### config.mk
export PLATFORM = sky130hd
export DESIGN_NAME = charger_status_fault_regs
export DESIGN_NICKNAME = d
export VERILOG_FILES = /design/src/charger_regs_pkg.sv /design/src/charger_status_fault_regs.sv
export SDC_FILE = /design/constraint.sdc
export NUM_CORES = 1
export LEC_CHECK = 0
export BUFFER_PORTS_ARGS = -buffer_cell sky130_fd_sc_hd__buf_2
export CORE_MARGIN = 3
export CORE_UTILIZATION = 49
export DETAILED_ROUTE_END_ITERATION = 6
export PLACE_DENSITY_LB_ADDON = 0.12
export SYNTH_ARGS = -nofsm -noshare
export SYNTH_HDL_FRONTEND = slang
export SYNTH_SLANG_ARGS = --single-unit
### constraint.sdc
create_clock -name clk_i -period 2 [get_ports clk_i]
set_clock_uncertainty 0.05 [all_clocks]
set_input_delay 0.4 -clock clk_i [delete_from_list [all_inputs] [get_ports clk_i]]
set_output_delay 0.4 -clock clk_i [all_outputs]
set_load 0.005 [all_outputs]
### src/charger_regs_pkg.sv
// shared constants and carrier types for the charger status register bank
package charger_regs_pkg;

  // ***********************************************************
  // register map
  // ***********************************************************
  localparam logic [7:0] OFS_INPUT_SOURCE_STATUS = 8'h0B;
  localparam logic [7:0] OFS_FAULT_STATUS        = 8'h0C;
  localparam logic [7:0] OFS_INPUT_VOLTAGE_LIMIT = 8'h0D;
  localparam logic [7:0] OFS_THERMAL_BATTERY     = 8'h0E;

  // ***********************************************************
  // field positions and values
  // ***********************************************************
  localparam int         METHOD_BIT           = 7;
  localparam logic [6:0] LIMIT_CODE_RESET     = 7'h12;
  localparam logic [6:0] LIMIT_CODE_FLOOR     = 7'h0D;
  localparam logic [7:0] LIMIT_REG_RESET      = 8'h12;
  localparam logic [7:0] BATTERY_REG_RESET    = 8'h00;
  localparam logic [2:0] SRC_NONE             = 3'h0;
  localparam logic [2:0] SRC_USB_HOST         = 3'h1;
  localparam logic [2:0] SRC_CHARGING_PORT    = 3'h2;
  localparam logic [2:0] SRC_DEDICATED_PORT   = 3'h3;
  localparam logic [2:0] SRC_ADJUSTABLE_HV    = 3'h4;
  localparam logic [2:0] SRC_UNKNOWN          = 3'h5;
  localparam logic [2:0] SRC_NON_STANDARD     = 3'h6;
  localparam logic [2:0] SRC_OTG              = 3'h7;
  localparam logic [1:0] CHG_IDLE             = 2'h0;
  localparam logic [1:0] CHG_PRE              = 2'h1;
  localparam logic [1:0] CHG_FAST             = 2'h2;
  localparam logic [1:0] CHG_DONE             = 2'h3;
  localparam logic [1:0] ERR_NORMAL           = 2'h0;
  localparam logic [1:0] ERR_INPUT            = 2'h1;
  localparam logic [1:0] ERR_THERMAL          = 2'h2;
  localparam logic [1:0] ERR_TIMER            = 2'h3;
  localparam logic [2:0] NTC_NORMAL           = 3'h0;
  localparam logic [2:0] NTC_BUCK_COLD        = 3'h1;
  localparam logic [2:0] NTC_BUCK_HOT         = 3'h2;
  localparam logic [2:0] NTC_BOOST_COLD       = 3'h5;
  localparam logic [2:0] NTC_BOOST_HOT        = 3'h6;

  // ***********************************************************
  // carriers
  // ***********************************************************
  typedef struct packed {
    logic [2:0] input_source_type;
    logic [1:0] charge_state;
    logic       input_power_good;
    logic       usb_port_current_class;
    logic       min_system_regulation_flag;
  } source_status_type;

  typedef struct packed {
    logic       watchdog_fault;
    logic       boost_fault;
    logic [1:0] charge_error_code;
    logic       battery_overvoltage_flag;
    logic [2:0] thermistor_error_code;
  } fault_status_type;

  typedef struct packed {
    logic       watchdog_expired;
    logic       boost_active;
    logic       bus_overload;
    logic       bus_overvoltage;
    logic       battery_too_low;
    logic       input_fault;
    logic       thermal_shutdown;
    logic       safety_timer_expired;
    logic       battery_overvoltage;
    logic       thermistor_cold;
    logic       thermistor_hot;
  } fault_cause_type;

endpackage

### src/charger_status_fault_regs.sv
// status, fault, input voltage limit and battery voltage registers
`timescale 1ns/1ps
module charger_status_fault_regs (
  input  wire logic                                clk_i,
  input  wire logic                                rst_b_i,
  input  wire logic                                wr_en_i,
  input  wire logic                                rd_en_i,
  input  wire logic [7:0]                          addr_i,
  input  wire logic [7:0]                          wdata_i,
  input  wire logic [2:0]                          input_source_type_i,
  input  wire logic [1:0]                          charge_state_i,
  input  wire logic                                input_power_good_i,
  input  wire logic                                usb_high_current_i,
  input  wire logic                                min_system_regulation_i,
  input  wire charger_regs_pkg::fault_cause_type   fault_cause_i,
  input  wire logic                                relative_limit_valid_i,
  input  wire logic [6:0]                          relative_limit_code_i,
  input  wire logic                                thermal_regulation_i,
  input  wire logic                                battery_adc_valid_i,
  input  wire logic [6:0]                          battery_adc_code_i,
  output logic [7:0]                               rdata_o,
  output logic                                     rvalid_o,
  output logic                                     threshold_method_select_o,
  output logic [6:0]                               effective_limit_code_o
);

  // ***********************************************************
  // reset release
  // ***********************************************************
  logic       rst_meta_q;
  logic       rst_sync_q;
  always_ff @(posedge clk_i or negedge rst_b_i) begin
    if (!rst_b_i) begin
      rst_meta_q <= 1'b0;
      rst_sync_q <= 1'b0;
    end else begin
      rst_meta_q <= 1'b1;
      rst_sync_q <= rst_meta_q;
    end
  end

  // ***********************************************************
  // source status
  // ***********************************************************
  charger_regs_pkg::source_status_type src_q;
  charger_regs_pkg::source_status_type src_d;
  always_comb begin
    src_d.input_source_type          = input_source_type_i;
    src_d.charge_state               = charge_state_i;
    src_d.input_power_good           = input_power_good_i;
    // class forced high off usb host
    if (input_source_type_i != charger_regs_pkg::SRC_USB_HOST) begin
      src_d.usb_port_current_class = 1'b1;
    end else begin
      // 100mA reads 0, 500mA reads 1
      src_d.usb_port_current_class = usb_high_current_i;
    end
    src_d.min_system_regulation_flag = min_system_regulation_i;
  end
  // no current limit field lives here
  always_ff @(posedge clk_i or negedge rst_sync_q) begin
    if (!rst_sync_q) begin
      src_q <= '0;
    end else begin
      src_q <= src_d;
    end
  end

  // ***********************************************************
  // fault status
  // ***********************************************************
  charger_regs_pkg::fault_status_type flt_q;
  charger_regs_pkg::fault_status_type flt_d;
  always_comb begin
    flt_d.watchdog_fault = fault_cause_i.watchdog_expired;
    // boost fault causes only count in boost
    flt_d.boost_fault = fault_cause_i.boost_active &
                        (fault_cause_i.bus_overload | fault_cause_i.bus_overvoltage |
                         fault_cause_i.battery_too_low);
    if (fault_cause_i.safety_timer_expired) begin
      flt_d.charge_error_code = charger_regs_pkg::ERR_TIMER;
    end else if (fault_cause_i.thermal_shutdown) begin
      flt_d.charge_error_code = charger_regs_pkg::ERR_THERMAL;
    end else if (fault_cause_i.input_fault) begin
      flt_d.charge_error_code = charger_regs_pkg::ERR_INPUT;
    end else begin
      flt_d.charge_error_code = charger_regs_pkg::ERR_NORMAL;
    end
    flt_d.battery_overvoltage_flag = fault_cause_i.battery_overvoltage;
    if (fault_cause_i.thermistor_cold) begin
      flt_d.thermistor_error_code = fault_cause_i.boost_active ? charger_regs_pkg::NTC_BOOST_COLD
                                                               : charger_regs_pkg::NTC_BUCK_COLD;
    end else if (fault_cause_i.thermistor_hot) begin
      flt_d.thermistor_error_code = fault_cause_i.boost_active ? charger_regs_pkg::NTC_BOOST_HOT
                                                               : charger_regs_pkg::NTC_BUCK_HOT;
    end else begin
      flt_d.thermistor_error_code = charger_regs_pkg::NTC_NORMAL;
    end
  end
  always_ff @(posedge clk_i or negedge rst_sync_q) begin
    if (!rst_sync_q) begin
      flt_q <= '0;
    end else begin
      flt_q <= flt_d;
    end
  end

  // ***********************************************************
  // input voltage limit
  // ***********************************************************
  logic       method_q;
  logic [6:0] limit_q;
  logic       limit_wr;
  assign limit_wr = wr_en_i && (addr_i == charger_regs_pkg::OFS_INPUT_VOLTAGE_LIMIT);
  // method bit written by host, resets relative
  always_ff @(posedge clk_i or negedge rst_sync_q) begin
    if (!rst_sync_q) begin
      method_q <= charger_regs_pkg::LIMIT_REG_RESET[charger_regs_pkg::METHOD_BIT];
    end else if (limit_wr) begin
      method_q <= wdata_i[charger_regs_pkg::METHOD_BIT];
    end
  end
  always_ff @(posedge clk_i or negedge rst_sync_q) begin
    if (!rst_sync_q) begin
      limit_q <= charger_regs_pkg::LIMIT_CODE_RESET;
    end else if (method_q && limit_wr) begin
      limit_q <= wdata_i[6:0];
    end else if (!method_q && relative_limit_valid_i) begin
      // relative mode, internal control owns it
      limit_q <= relative_limit_code_i;
    end
  end
  always_ff @(posedge clk_i or negedge rst_sync_q) begin
    if (!rst_sync_q) begin
      effective_limit_code_o <= charger_regs_pkg::LIMIT_CODE_RESET;
    end else if (limit_q < charger_regs_pkg::LIMIT_CODE_FLOOR) begin
      effective_limit_code_o <= charger_regs_pkg::LIMIT_CODE_FLOOR;
    end else begin
      effective_limit_code_o <= limit_q;
    end
  end
  always_ff @(posedge clk_i or negedge rst_sync_q) begin
    if (!rst_sync_q) begin
      threshold_method_select_o <= 1'b0;
    end else begin
      threshold_method_select_o <= method_q;
    end
  end

  // ***********************************************************
  // thermal flag and battery voltage
  // ***********************************************************
  logic       thermal_q;
  logic [6:0] battery_q;
  always_ff @(posedge clk_i or negedge rst_sync_q) begin
    if (!rst_sync_q) begin
      thermal_q <= charger_regs_pkg::BATTERY_REG_RESET[7];
    end else begin
      // thermal regulation flag at bit 7
      thermal_q <= thermal_regulation_i;
    end
  end
  // result held between conversions, zero at reset
  always_ff @(posedge clk_i or negedge rst_sync_q) begin
    if (!rst_sync_q) begin
      battery_q <= charger_regs_pkg::BATTERY_REG_RESET[6:0];
    end else if (battery_adc_valid_i) begin
      battery_q <= battery_adc_code_i;
    end
  end

  // ***********************************************************
  // read port
  // ***********************************************************
  logic [7:0] rdata_d;
  // read-only words have no write path
  always_comb begin
    if (addr_i == charger_regs_pkg::OFS_INPUT_SOURCE_STATUS) begin
      rdata_d = src_q;
    end else if (addr_i == charger_regs_pkg::OFS_FAULT_STATUS) begin
      rdata_d = flt_q;
    end else if (addr_i == charger_regs_pkg::OFS_INPUT_VOLTAGE_LIMIT) begin
      rdata_d = {method_q, limit_q};
    end else if (addr_i == charger_regs_pkg::OFS_THERMAL_BATTERY) begin
      rdata_d = {thermal_q, battery_q};
    end else begin
      // unmapped here: other banks answer those offsets
      rdata_d = 8'h00;
    end
  end
  always_ff @(posedge clk_i or negedge rst_sync_q) begin
    if (!rst_sync_q) begin
      rdata_o  <= 8'h00;
      rvalid_o <= 1'b0;
    end else begin
      rvalid_o <= rd_en_i;
      if (rd_en_i) begin
        rdata_o <= rdata_d;
      end
    end
  end

  // ***********************************************************
  // checks
  // ***********************************************************
  property p_usb_class_forced;
    @(posedge clk_i) disable iff (!rst_sync_q)
    (input_source_type_i != charger_regs_pkg::SRC_USB_HOST) |=> src_q.usb_port_current_class;
  endproperty
  a_usb_class_forced: assert property (p_usb_class_forced) else $error("usb class not forced");

  property p_usb_class_follows;
    @(posedge clk_i) disable iff (!rst_sync_q)
    (input_source_type_i == charger_regs_pkg::SRC_USB_HOST) |=>
      (src_q.usb_port_current_class == $past(usb_high_current_i));
  endproperty
  a_usb_class_follows: assert property (p_usb_class_follows) else $error("usb class wrong");

  property p_boost_fault;
    @(posedge clk_i) disable iff (!rst_sync_q)
    !fault_cause_i.boost_active |=> !flt_q.boost_fault;
  endproperty
  a_boost_fault: assert property (p_boost_fault) else $error("boost fault outside boost");

  property p_timer_fault;
    @(posedge clk_i) disable iff (!rst_sync_q)
    fault_cause_i.safety_timer_expired |=> flt_q.charge_error_code == charger_regs_pkg::ERR_TIMER;
  endproperty
  a_timer_fault: assert property (p_timer_fault) else $error("timer fault code wrong");

  property p_ntc_boost_cold;
    @(posedge clk_i) disable iff (!rst_sync_q)
    (fault_cause_i.boost_active && fault_cause_i.thermistor_cold) |=>
      flt_q.thermistor_error_code == charger_regs_pkg::NTC_BOOST_COLD;
  endproperty
  a_ntc_boost_cold: assert property (p_ntc_boost_cold) else $error("boost cold code wrong");

  property p_limit_readonly;
    @(posedge clk_i) disable iff (!rst_sync_q)
    (!method_q && !relative_limit_valid_i) |=> $stable(limit_q);
  endproperty
  a_limit_readonly: assert property (p_limit_readonly) else $error("limit changed while read-only");

  property p_limit_write;
    @(posedge clk_i) disable iff (!rst_sync_q)
    (method_q && limit_wr) |=> limit_q == $past(wdata_i[6:0]);
  endproperty
  a_limit_write: assert property (p_limit_write) else $error("absolute limit not taken");

  property p_limit_floor;
    @(posedge clk_i) disable iff (!rst_sync_q)
    ##1 (effective_limit_code_o >= charger_regs_pkg::LIMIT_CODE_FLOOR);
  endproperty
  a_limit_floor: assert property (p_limit_floor) else $error("limit below floor");

  property p_battery_hold;
    @(posedge clk_i) disable iff (!rst_sync_q)
    !battery_adc_valid_i |=> $stable(battery_q);
  endproperty
  a_battery_hold: assert property (p_battery_hold) else $error("battery result moved");

  property p_read_latency;
    @(posedge clk_i) disable iff (!rst_sync_q)
    (rd_en_i && addr_i == charger_regs_pkg::OFS_THERMAL_BATTERY) |=>
      rvalid_o && rdata_o == {thermal_q, battery_q} || !$stable(battery_q) || !$stable(thermal_q);
  endproperty
  a_read_latency: assert property (p_read_latency) else $error("battery read wrong");

  property p_source_type;
    @(posedge clk_i) disable iff (!rst_sync_q)
    1'b1 |=> src_q.input_source_type == $past(input_source_type_i);
  endproperty
  a_source_type: assert property (p_source_type) else $error("source type wrong");

  property p_charge_state;
    @(posedge clk_i) disable iff (!rst_sync_q)
    1'b1 |=> src_q.charge_state == $past(charge_state_i);
  endproperty
  a_charge_state: assert property (p_charge_state) else $error("charge state wrong");

  property p_power_good;
    @(posedge clk_i) disable iff (!rst_sync_q)
    1'b1 |=> src_q.input_power_good == $past(input_power_good_i);
  endproperty
  a_power_good: assert property (p_power_good) else $error("power good flag wrong");

  property p_min_system;
    @(posedge clk_i) disable iff (!rst_sync_q)
    1'b1 |=> src_q.min_system_regulation_flag == $past(min_system_regulation_i);
  endproperty
  a_min_system: assert property (p_min_system) else $error("min system flag wrong");

  property p_watchdog_fault;
    @(posedge clk_i) disable iff (!rst_sync_q)
    1'b1 |=> flt_q.watchdog_fault == $past(fault_cause_i.watchdog_expired);
  endproperty
  a_watchdog_fault: assert property (p_watchdog_fault) else $error("watchdog fault wrong");

  property p_battery_overvoltage;
    @(posedge clk_i) disable iff (!rst_sync_q)
    1'b1 |=> flt_q.battery_overvoltage_flag == $past(fault_cause_i.battery_overvoltage);
  endproperty
  a_battery_overvoltage: assert property (p_battery_overvoltage) else $error("battery fault wrong");

  property p_limit_relative;
    @(posedge clk_i) disable iff (!rst_sync_q)
    (!method_q && relative_limit_valid_i) |=> limit_q == $past(relative_limit_code_i);
  endproperty
  a_limit_relative: assert property (p_limit_relative) else $error("relative limit not taken");

  property p_method_out;
    @(posedge clk_i) disable iff (!rst_sync_q)
    1'b1 |=> threshold_method_select_o == $past(method_q);
  endproperty
  a_method_out: assert property (p_method_out) else $error("method output wrong");

endmodule

==> out/qor.yml <==
pwr:
  p_clk_share_pct: 31.4
  switching_share_pct: 22.6
  combPwrFrac_pct: 11.2
  vdd_drop_max_mv: 0.557
  power_frac_seq_pct: 57.4
  internal-power_mw: 1.55
  leakage_nw: 1.25
  power.switching_mw: 0.450
  power.density_nw_per_um2: 779
yosys:
  synth_top_area_cell: "dfrtp_1"
  synth_edf_count: 0
  syn_area_per_cell_um2: 14.8
  synth.net_count: 196
  synth-seq-cells: 51
  syn_inst: 140
  synth-main-ff-cell: "dfrtp_1"
  synthTopCellsByArea: "dfrtp_1 (57%), mux2_2 (12%), dfstp_2 (5.1%), a221o_1 (3.9%), mux2i_1 (3.9%)"
  async_flop_share_pct: 100
  synth_area_um2: 2070
  synthDominantCellAreaShare_pct: 56.9
  yosysUniqueCellTypes: 29
  yosysWarnings: 0
  seq_area_frac_synth_pct: 62.0
floorplan:
  die_h_um: 71.0
  io_pins: 73
  initial_core_util_pct: 53.6
  die-area_um2: 5030
  row_count: 22
  die_w_um: 71.0
  coreArea_um2: 3850
drt:
  vias: 1363
  wl_met2_um: 2220
  first_pass_iters: 4
  vias_per_cell: 5.20
  totalWireLength_um: 4330
  post_drt_wl_per_cell_um: 16.5
  wl_met3_um: 344
  top_layer: "met4"
  drtIter0Drc: 106
  ant_nets: 0
  met1_length_um: 1720
  drc_errors: 0
layout:
  area_growth_pct: 23.9
  finalNetCount: 269
  design_area_um2: 2560
  utilization_pct: 66.4
  n_antenna_cell: 0
  post_route_cells_drive_above_1_share_pct: 54.2
critical_path:
  cp_top_family: "multiplexers"
  cp_max_fo: 7
  crit_path_end_kind: "flop"
  cp_slowest_stage_delay_ns: 0.44
  path_class: "reg -> reg"
  cp_num_buf_inv: 1
  cp-start-kind: "flop"
  crit_slowest_cell: "dfrtp_1"
  critPathRequiredTime_ns: 2.14
  worst_path_most_repeated_cell: "mux2_2"
  worstPathCellList: "nor2b_1 > buf_4 > mux2_2 > mux2_2"
  critPathArrivalTime_ns: 1.62
sta:
  setup_ws_ns: 0.512
  tns_ns: 0
  fmaxAchievable_mhz: 672
  hold_viol_final: 0
  fin_crit_sh_pct: 74.4
  finalSetupViolCount: 0
  layout_min_cycle_time_ns: 1.49
  finalHoldWorstSlack_ns: 0.153
  worst_slew_pin_slew_ns: 0.596
  relSlewSlack_pct: 60.2
  rsz0062_at_grt: "false"
  maxSlewViolCount: 0
place:
  gp_congestion: 0.722
  placed_area_um2: 2450
  portBuffers: 72
  preCtsSetupSlack_ns: 0.224
  dpl.hpwl_um: 3240
status:
  status: "completed"
clocking:
  postCtsHoldBufs: 1
  clk_pin_slew_worst_paths_ns: 0.08
  tritoncts: "yes"
  post_cts_buffers: 0
  cts_resized: 0
  clk_latency_ns: 0.30
  numCtsBuffers: 5
  cts_max_path_buffers: 2
  htreeDepth: 2
  cts.sinks: 51
  cts_root_buf: "clkbuf_8"
grt:
  antenna_found_initial: 0
  grt_pass1_wl_um: 7140
  grt_util_all_layers_pct: 18.6
  overflow: 0
  grt_max_degree: 50
  grt_pass1_vias: 1531
worst_hold_path:
  hp-class: "in -> reg"
run:
  maxCapViolCount: 0
-- state kept, by name (all words and copies together), names as in the netlist --
name / flops
battery_q: 7
effective_limit_code_o: 7
flt_q: 8
limit_q: 7
method_q: 1
rdata_o: 8
rst_meta_q: 1
rst_sync_q: 1
rvalid_o: 1
src_q: 8
thermal_q: 1
threshold_method_select_o: 1
-- placed cells by master (no fill, tap or decap), drive strengths merged, types with 3 or more instances in the layout --
cell      n
or2       3
mux2i     8
clkbuf    8
o2bb2ai   8
buf      75
dfrtp    47
dfstp     4
nor2b    11
a221o     8
mux2     22
and2      3
-- worst paths after layout --
path | startpoint | end | slack, ns | depth (start not counted)
max | method_q$_DFFE_PN0P_ | limit_q[5]$_DFFE_PN0P_ | 0.51 | 4
max in group asynchronous | rst_sync_q$_DFF_PN0_ | rdata_o[3]$_DFFE_PN0P_ | 1.20 | 1
min | fault_cause_i[10] | flt_q[7]$_DFF_PN0_ | 0.15 | 1
max reg2reg | method_q$_DFFE_PN0P_ | limit_q[5]$_DFFE_PN0P_ | 0.51 | 4
min in group asynchronous | rst_sync_q$_DFF_PN0_ | flt_q[4]$_DFF_PN0_ | 0.31 | 1
min reg2reg | rst_sync_q$_DFF_PN0_ | flt_q[4]$_DFF_PN0_ | 0.31 | 1
-- kinds of logic after synthesis --
family,share of synthesized area (%)
AND/OR/NAND/NOR,10.0
buffers and inverters,3.15
multiplexers,15.9
AO/OA/AOI/OAI,8.78
flip-flops,62.0
other,0.181
-- synth_stat cells (2+ instances only) --
master,count
o2bb2ai_1,8
buf_6,2
dfstp_2,4
or2_2,3
nor2b_1,11
dfrtp_1,47
mux2i_1,8
and2_1,3
a221o_1,8
buf_4,2
mux2_2,22
clkbuf_1,5
-- area by class of cell --
class / instances / area (µm²)
Tap cell: 48 / 60.1
Fill cell: 310 / 1290
Clock buffer: 8 / 100
Multi-Input combinational cell: 78 / 721
Inverter: 1 / 3.75
Timing Repair Buffer: 76 / 393
Sequential cell: 51 / 1280
-- worst reg2reg max path, stage by stage (launching register included) --
cell	delay, ns
dfrtp_1	0.44
nor2b_1	0.13
buf_4	0.17
mux2_2	0.34
mux2_2	0.26
-- layer usage --
| layer | global-route usage (%) | vias to the layer above |
|---|---|---|
| met3 | 8.38 | 6 |
| met5 | 0 | - |
| li1 | - | 651 |
| met1 | 22.0 | 657 |
| met2 | 31.1 | 49 |
| met4 | 4.38 | 0 |
-- power groups by stage --
stage | registers (mW) | logic [mW] | clock network, mW
floorplan | 1.17 | 0.110 | 0
global placement | 1.16 | 0.218 | 0
detailed placement | 1.16 | 0.226 | 0
CTS | 1.15 | 0.228 | 0.640
global route | 1.15 | 0.251 | 0.688
finish | 1.14 | 0.224 | 0.626
-- per-stage QoR --
stage                     power (mW)  instances
after global routing            2.09        262
after CTS                       2.01        262
after floorplan                 1.28        140
final                           1.99        262
after detailed placement        1.39        253
after global placement          1.38        253
Power figures use the tool's default switching activity.
